$ cat src/common/lftr_pkg.sv
// Constants for the local-temperature fan ramp limiter
`default_nettype none
package lftr_pkg;
    // Register offsets
    localparam logic [7:0] ADDR_CFG6   = 8'h10;
    localparam logic [7:0] ADDR_CFG1   = 8'h40;
    localparam logic [7:0] ADDR_ACOU2  = 8'h63;
    localparam logic [7:0] ADDR_DUTY   = 8'h65;
    // Reset values
    localparam logic [7:0] RST_ACOU2   = 8'h00;
    localparam logic [7:0] RST_CFG6    = 8'h00;
    localparam logic [7:0] RST_CFG1    = 8'h00;
    localparam logic [7:0] RST_DUTY    = 8'h00;
    localparam logic [7:0] RD_UNMAPPED = 8'h00;
    // Field positions
    localparam int unsigned CFG6_SLOW_BIT   = 7;
    localparam int unsigned CFG6_LOCAL_BIT  = 2;
    localparam int unsigned CFG1_LOCK_BIT   = 1;
    localparam int unsigned CODE_LSB        = 0;
    localparam int unsigned CODE_MSB        = 2;
    // Slot increment per ramp code, code 0 first
    localparam logic [7:0] RAMP_INC [8] = '{8'h01, 8'h02, 8'h03, 8'h04,
                                            8'h08, 8'h0C, 8'h18, 8'h30};
    // Timing
    localparam real CLK_HZ           = 40.0e6;
    localparam real RAMP_FAST_S      = 37.5;
    localparam real RAMP_SLOW_S      = 52.2;
    localparam real DUTY_STEPS       = 255.0;
    localparam int unsigned SLOWDOWN = 4;
    // One slot: full ramp at increment 1 over 255 duty steps, rounded down
    localparam int unsigned SLOT_FAST_CYC = $rtoi(RAMP_FAST_S * CLK_HZ / DUTY_STEPS);
    localparam int unsigned SLOT_SLOW_CYC = $rtoi(RAMP_SLOW_S * CLK_HZ / DUTY_STEPS);
    localparam int unsigned PER_W = 32;
endpackage : lftr_pkg
`default_nettype wire

$ cat src/common/lftr_slot_if.sv
// Slot timer link between the ramp controller and its timer
`timescale 1ns/100ps
`default_nettype none
interface lftr_slot_if;
    logic [31:0] period;
    logic        tick;
    modport ctrl  (output period, input tick);
    modport timer (input period, output tick);
endinterface : lftr_slot_if
`default_nettype wire

$ cat src/hw/lftr_slot_timer.sv
// Free-running time slot generator
`timescale 1ns/100ps
`default_nettype none
module lftr_slot_timer
(
    input  wire logic       sys_clk_i,  // System clock
    input  wire logic       rst_i,      // Sync reset, high
    lftr_slot_if.timer      slot        // Period in, tick out
);
    logic [31:0] cnt_r;

    // Compare with >= so a shortened period takes effect at once
    always_ff @(posedge sys_clk_i)
    begin
        if (rst_i)
        begin
            cnt_r     <= '0;
            slot.tick <= 1'b0;
        end
        else if (cnt_r >= slot.period - 32'h00000001)
        begin
            cnt_r     <= '0;
            slot.tick <= 1'b1;
        end
        else
        begin
            cnt_r     <= cnt_r + 32'h00000001;
            slot.tick <= 1'b0;
        end
    end
endmodule // lftr_slot_timer
`default_nettype wire

$ cat src/hw/lftr_top.sv
// Ramp limiter for the fan drive duty under local-temperature control
//
// Summary of operation
// - Once the lock bit is set, writes to the ramp register are ignored.
// - A set local slowdown bit in config six makes each slot four times longer.
// - Bits [2:0] of the ramp register limit local-driven duty changes.
// - Global slow bit clear: full ramp takes 37.5 s down to 0.8 s.
// - Global slow bit set: full ramp takes longer, 52.2 s at code 0.
// - Ramp register resets to 0x00 and is writable until locked.
`timescale 1ns/100ps
`default_nettype none
module lftr_top
#(
    parameter int unsigned SLOT_FAST_CYC = lftr_pkg::SLOT_FAST_CYC, // Slot, slow bit clear
    parameter int unsigned SLOT_SLOW_CYC = lftr_pkg::SLOT_SLOW_CYC  // Slot, slow bit set
)
(
    input  wire logic       sys_clk_i,           // System clock, 40 MHz
    input  wire logic       rst_i,               // Sync reset, high
    input  wire logic [7:0] addr_i,              // Register address
    input  wire logic [7:0] wr_data_i,           // Write data
    input  wire logic       wr_i,                // Write strobe
    input  wire logic       rd_i,                // Read strobe
    output logic      [7:0] rd_data_o,           // Read data, cycle after strobe
    input  wire logic       local_ctrl_i,        // Local channel drives the fan
    input  wire logic [7:0] target_duty_i,       // Target duty from the loop
    output logic      [7:0] fan_drive_output_o   // Limited fan duty
);

    lftr_slot_if slot ();

    logic [7:0] acou_r;
    logic [7:0] cfg6_r;
    logic [7:0] cfg1_r;
    logic [7:0] duty_r;
    logic [7:0] duty_nxt;
    logic [7:0] rdata_r;
    logic [7:0] inc;
    logic [2:0] code;
    logic       locked;
    logic       wr_acou;
    logic       wr_cfg6;
    logic       wr_cfg1;
    logic       slow_sel;
    logic       quad_sel;
    logic [31:0] base_per;

    function automatic logic [7:0] code_to_inc(input logic [2:0] c);
        code_to_inc = lftr_pkg::RAMP_INC[c];
    endfunction

    // Step cur toward tgt by no more than step, landing exactly on tgt
    function automatic logic [7:0] step_toward(input logic [7:0] cur,
                                               input logic [7:0] tgt,
                                               input logic [7:0] step);
        logic [7:0] gap;
        gap = 8'h00;
        if (tgt > cur)
        begin
            gap = tgt - cur;
            step_toward = (gap <= step) ? tgt : cur + step;
        end
        else
        begin
            gap = cur - tgt;
            step_toward = (gap <= step) ? tgt : cur - step;
        end
    endfunction

    function automatic logic hit(input logic [7:0] a, input logic [7:0] b);
        hit = (a == b);
    endfunction

    assign locked  = cfg1_r[lftr_pkg::CFG1_LOCK_BIT];
    assign wr_acou = wr_i && hit(addr_i, lftr_pkg::ADDR_ACOU2) && !locked;
    assign wr_cfg6 = wr_i && hit(addr_i, lftr_pkg::ADDR_CFG6) && !locked;
    assign wr_cfg1 = wr_i && hit(addr_i, lftr_pkg::ADDR_CFG1) && !locked;

    // Ramp register
    always_ff @(posedge sys_clk_i)
    begin
        if (rst_i)
            acou_r <= lftr_pkg::RST_ACOU2;
        else if (wr_acou)
            acou_r <= wr_data_i;
    end

    always_ff @(posedge sys_clk_i)
    begin
        if (rst_i)
            cfg6_r <= lftr_pkg::RST_CFG6;
        else if (wr_cfg6)
            cfg6_r <= wr_data_i;
    end

    // Lock is sticky: once set only reset clears it
    always_ff @(posedge sys_clk_i)
    begin
        if (rst_i)
            cfg1_r <= lftr_pkg::RST_CFG1;
        else if (wr_cfg1)
            cfg1_r <= wr_data_i;
    end

    // Registered read port; unmapped reads return zero
    always_ff @(posedge sys_clk_i)
    begin
        if (rst_i)
            rdata_r <= lftr_pkg::RD_UNMAPPED;
        else if (rd_i)
        begin
            unique case (addr_i)
                lftr_pkg::ADDR_ACOU2: rdata_r <= acou_r;
                lftr_pkg::ADDR_CFG6:  rdata_r <= cfg6_r;
                lftr_pkg::ADDR_CFG1:  rdata_r <= cfg1_r;
                lftr_pkg::ADDR_DUTY:  rdata_r <= duty_r;
                default:              rdata_r <= lftr_pkg::RD_UNMAPPED;
            endcase
        end
        else
            rdata_r <= lftr_pkg::RD_UNMAPPED;
    end

    assign code     = acou_r[lftr_pkg::CODE_MSB:lftr_pkg::CODE_LSB];
    assign inc      = code_to_inc(code);
    assign slow_sel = cfg6_r[lftr_pkg::CFG6_SLOW_BIT];
    assign quad_sel = cfg6_r[lftr_pkg::CFG6_LOCAL_BIT];

    // Slot length sets the full-ramp time; the increment shortens it per code
    assign base_per    = slow_sel ? 32'(SLOT_SLOW_CYC) : 32'(SLOT_FAST_CYC);
    assign slot.period = quad_sel ? 32'(base_per * lftr_pkg::SLOWDOWN) : base_per;

    lftr_slot_timer u_timer
    (
        .sys_clk_i (sys_clk_i),
        .rst_i     (rst_i),
        .slot      (slot)
    );

    // Other channels are outside this block, so they pass straight through
    always_comb
    begin
        duty_nxt = duty_r;
        if (!local_ctrl_i)
            duty_nxt = target_duty_i;
        else if (slot.tick)
            duty_nxt = step_toward(duty_r, target_duty_i, inc);
    end

    always_ff @(posedge sys_clk_i)
    begin
        if (rst_i)
            duty_r <= lftr_pkg::RST_DUTY;
        else
            duty_r <= duty_nxt;
    end

    assign rd_data_o          = rdata_r;
    assign fan_drive_output_o = duty_r;

    // Slot length is checked against a count kept outside the timer
    logic [31:0] gap_cnt_r;
    logic [31:0] per_last_r;
    logic        per_moved_r;

    always_ff @(posedge sys_clk_i)
    begin
        if (rst_i)
            gap_cnt_r <= '0;
        else if (slot.tick)
            gap_cnt_r <= 32'h00000001;
        else
            gap_cnt_r <= gap_cnt_r + 32'h00000001;
    end

    always_ff @(posedge sys_clk_i)
    begin
        if (rst_i)
            per_last_r <= '0;
        else
            per_last_r <= slot.period;
    end

    // A period change mid-slot makes that one slot irregular, so it is skipped
    always_ff @(posedge sys_clk_i)
    begin
        if (rst_i)
            per_moved_r <= 1'b1;
        else if (slot.period != per_last_r)
            per_moved_r <= 1'b1;
        else if (slot.tick)
            per_moved_r <= 1'b0;
    end
endmodule // lftr_top
`default_nettype wire

$ cat config.mk
export PLATFORM = sky130hd
export DESIGN_NAME = lftr_top
export DESIGN_NICKNAME = d
export VERILOG_FILES = /design/src/common/lftr_pkg.sv /design/src/common/lftr_slot_if.sv /design/src/hw/lftr_slot_timer.sv /design/src/hw/lftr_top.sv
export SDC_FILE = /design/constraint.sdc
export NUM_CORES = 1
export LEC_CHECK = 0
export BUFFER_PORTS_ARGS = -buffer_cell sky130_fd_sc_hd__buf_2
export CELL_PAD_IN_SITES_DETAIL_PLACEMENT = 1
export CELL_PAD_IN_SITES_GLOBAL_PLACEMENT = 2
export CORE_ASPECT_RATIO = 0.9
export CORE_UTILIZATION = 41
export CTS_BUF_LIST = sky130_fd_sc_hd__clkbuf_4
export CTS_CLUSTER_DIAMETER = 100
export CTS_CLUSTER_SIZE = 14
export DETAILED_ROUTE_END_ITERATION = 10
export PLACE_DENSITY_LB_ADDON = 0.1
export SKIP_CTS_REPAIR_TIMING = 1
export SLEW_MARGIN = 30
export SYNTH_ARGS = -nofsm -noshare
export SYNTH_HDL_FRONTEND = slang
export SYNTH_SLANG_ARGS = --single-unit
$ cat constraint.sdc
create_clock -name sys_clk_i -period 8.4 [get_ports sys_clk_i]
set_input_delay 0.84 -clock sys_clk_i [delete_from_list [all_inputs] [get_ports sys_clk_i]]
set_output_delay 0.84 -clock sys_clk_i [all_outputs]
set_load 0.05 [all_outputs]
==> impl_metrics.csv <==
group,metric,value,unit
grt,grt_pass1_wl,23200,um
synthesis,synth_seq_area_share,0.283,
grt,grt_use_total,0.228,
timing,rsz0062_at_grt,"false",
drt,drt_first_pass_iters,4,
critical_path,crit_start,"cfg6_r[2]",
floorplanning,start_util,0.424,
critical_path,critPathLaunchType,"flip-flop",
layout,nFillCells,1526,
layout,multi_input_area,0.00346,sq mm
timing,setup_violations,0,
timing,maxSlewViolCount,0,
critical_path,cpMaxStageDelayCell,"dfxtp_1",
layout,drive_gt1_frac,0.117,
critical_path,crit_path_end,"u_timer.cnt_r[6]",
floorplanning,rows,38,
drt,first_iter_violations,224,
floorplanning,ios,45,
worst_hold_path,hold_path.class,"flip-flop to flip-flop",
place,routabilityCongestion,0.849,
timing,whs,0.511,ns
clock_tree,htreeDepth,3,
place,dp_hpwl,10600,um
synthesis,synthArstFlopShare,0,
grt,grt_pass1_vias,4574,
critical_path,reg2reg_slack,4.69,ns
drt,ant_nets,0,
place,place.port_buffers,44,
critical_path,cpMostUsedCell,"ha_1",
clock_tree,cts_made_buffers,9,
timing,slew_headroom,0.359,
synthesis,yosysTopAreaCellShare,0.283,
drt,post-route-drc-count,0,
synthesis,syn_area,0.00516,sq mm
drt,via_count,4503,
critical_path,cp.arrival,4.09,ns
layout,area_growth_syn_to_layout,10.5,%
synthesis,synth_flop_cell,"dfxtp_1",
clock_tree,clock_latency,0.45,ns
critical_path,worstPathRequired,8.78,ns
layout,regArea,0.00146,sq mm
synthesis,synth.largest_area_cell,"dfxtp_1",
grt,grt_max_degree,41,
timing,hold_viol_final,0,
critical_path,cp_top_family,"compound AO/OA/AOI/OAI gates",
critical_path,slowest_delay,0.57,ns
synthesis,avgSynthCellArea,8.58,sq um
drt,avgViaCountPerCell,5.55,
critical_path,end_kind,"flip-flop",
floorplanning,core_region_area,0.0122,sq mm
synthesis,ys_types,63,
floorplanning,die_area,0.0130,sq mm
power_and_ir_drop,switching_power,0.308,mW
grt,overflow,0,
job,cap_violations,0,
critical_path,timing.rr.end,"u_timer.cnt_r[6]",
power_and_ir_drop,power.density,156,mW/mm^2
synthesis,ys_warn_count,0,
synthesis,ys_ff_latch,73,
power_and_ir_drop,vdd_drop_max,103,uV
floorplanning,fp.dieH,108,um
status,status,"finished clean",
clock_tree,clk_pin_slew,0.14,ns
power_and_ir_drop,combPwrFrac,0.288,
critical_path,path_cells,"inv_1, ha_1, inv_1, ha_1, ha_1, a31o_2, a21o_1, a21oi_1, o21ai_1, a41oi_1, o21ai_1, a211o_2, a21oi_1",
synthesis,synthTopCellsByArea,"dfxtp_1 (28%), ha_1 (17%), a21oi_1 (5.7%)",
timing,min_period_over_period,0.442,
critical_path,cp_num_buf_inv,2,
critical_path,r2r-start,"cfg6_r[2]",
timing,fmax,0.270,GHz
timing,finalClockSkew,0.0217,ns
synthesis,ys_top_cells_by_count,"dfxtp_1 (73), ha_1 (70), a21oi_1 (59)",
timing,period_minus_slack,3.71,ns
critical_path,crit_fanout,25,
synthesis,synth_edf_count,0,
clock_tree,cts_tree,"done",
clock_tree,cts_root_buf,"clkbuf_4",
clock_tree,clock_path_buffers,2,
drt,wl_per_cell,17.0,um
critical_path,reg2reg_depth,13,
critical_path,cp.depth,13,
drt,wl,13800,um
grt,grt_antenna_before_repair,1,
synthesis,syn_inst,602,
power_and_ir_drop,power_leakage,2.54,nW
layout,layout.nets,748,
power_and_ir_drop,clockPowerShare,0.299,
power_and_ir_drop,pwr-share-seq,0.413,
clock_tree,cts.sinks,73,
power_and_ir_drop,intPower,0.580,mW
critical_path,critical_path_class,"flip-flop to flip-flop",
power_and_ir_drop,swShare,0.347,
floorplanning,fp.dieW,120,um
timing,tightest_slew,0.952,ns
timing,fin_tns_setup,0,ns
synthesis,synth.most_common_cell,"dfxtp_1",
## power groups by stage
stage          Sequential (mW)  Combinational (mW)  Clock [mW]
6_report                 0.367               0.256       0.266
5_1_grt                  0.368               0.284       0.285
4_1_cts                  0.367               0.256       0.274
3_5_place_dp             0.374               0.255           0
3_3_place_gp             0.374               0.249           0
2_1_floorplan            0.384               0.181           0
## sequential cells by signal (all words and copies together) (netlist names)
| signal | cells |
|---|---|
| cfg1_r | 8 |
| rd_data_o | 8 |
| fan_drive_output_o | 8 |
| acou_r | 8 |
| u_timer.cnt_r | 32 |
| cfg6_r | 8 |
| u_timer.slot.tick | 1 |
## logic make-up (layout without fill, tap and decap cells)
| group | count (synthesis) | in the layout | synth area share |
|---|---|---|---|
| adders and majority gates | 74 | 74 | 0.185 |
| xor gates and xnor gates | 38 | 38 | 0.0645 |
| muxes | 24 | 24 | 0.0465 |
| buffers and inverters | 66 | 109 | 0.0516 |
| DFF | 73 | 73 | 0.283 |
| and+or+nand+nor | 162 | 162 | 0.159 |
| AOI/OAI and AO/OA | 164 | 164 | 0.210 |
| other | 1 | 7 | 0.000726 |
## layout make-up
type	instances	share of cell area
tap	160	0.0351
multi-input combinational	468	0.607
antenna	1	0.000439
sequential	73	0.256
clock inverter	7	0.0173
clock buffer	9	0.0118
timing repair buffer	46	0.0412
inverter	47	0.0309
## worst register-to-register path, cell delays in order, from the launching register on
cell and delay [ns]:
dfxtp_1 0.57, inv_1 0.23, ha_1 0.32, inv_1 0.16, ha_1 0.26, ha_1 0.28
a31o_2 0.23, a21o_1 0.18, a21oi_1 0.14, o21ai_1 0.11, a41oi_1 0.24, o21ai_1 0.10
a211o_2 0.57, a21oi_1 0.25
## how the worst min path moves through the flow
stage | start | end | depth (start not counted)
floorplan | cfg1_r[1] | cfg1_r[1] | 2
global placement | acou_r[6] | acou_r[6] | 2
detailed placement | acou_r[3] | acou_r[3] | 2
CTS | acou_r[3] | acou_r[3] | 2
global route | acou_r[3] | acou_r[3] | 2
finish | acou_r[3] | acou_r[3] | 2
## per-layer routing
layer | global-route usage | routed length [um] | vias to the layer above
li1 | - | - | 2237
met2 | 0.351 | 5860 | 68
met5 | 0 | 0 | -
met4 | 0.0811 | 259 | 0
met3 | 0.0422 | 437 | 23
met1 | 0.318 | 7200 | 2175
## stage by stage
| step | utilization | power, mW | worst slack, ns | instance area [sq um] | instances |
|---|---|---|---|---|---|
| 2_1_floorplan | - | 0.564 | 4.85 | 5180 | 607 |
| 3_3_place_gp | 0.455 | 0.622 | 4.40 | 5540 | 794 |
| 3_5_place_dp | 0.455 | 0.629 | 4.28 | 5540 | 794 |
| 4_1_cts | 0.468 | 0.897 | 4.50 | 5700 | 810 |
| 5_1_grt | 0.469 | 0.937 | 4.32 | 5710 | 811 |
| 6_report | 0.469 | 0.888 | 4.69 | 5710 | 811 |
## layout by cell type, fill, tap and decap left out, types with 6 or more instances in the layout
cell,n
a21o_1,13
a21oi_1,59
a22oi_1,17
buf_2,44
clkbuf_4,9
conb_1,6
dfxtp_1,73
ha_1,70
inv_1,46
mux2i_1,24
nand2_1,25
nand3_1,15
nand4_1,11
nor2_1,54
nor2b_1,11
nor3_1,13
o21a_1,8
o21ai_0,15
or3_1,6
xnor2_1,22
xor2_1,16
No activity file was read; power rests on OpenSTA's default activity.
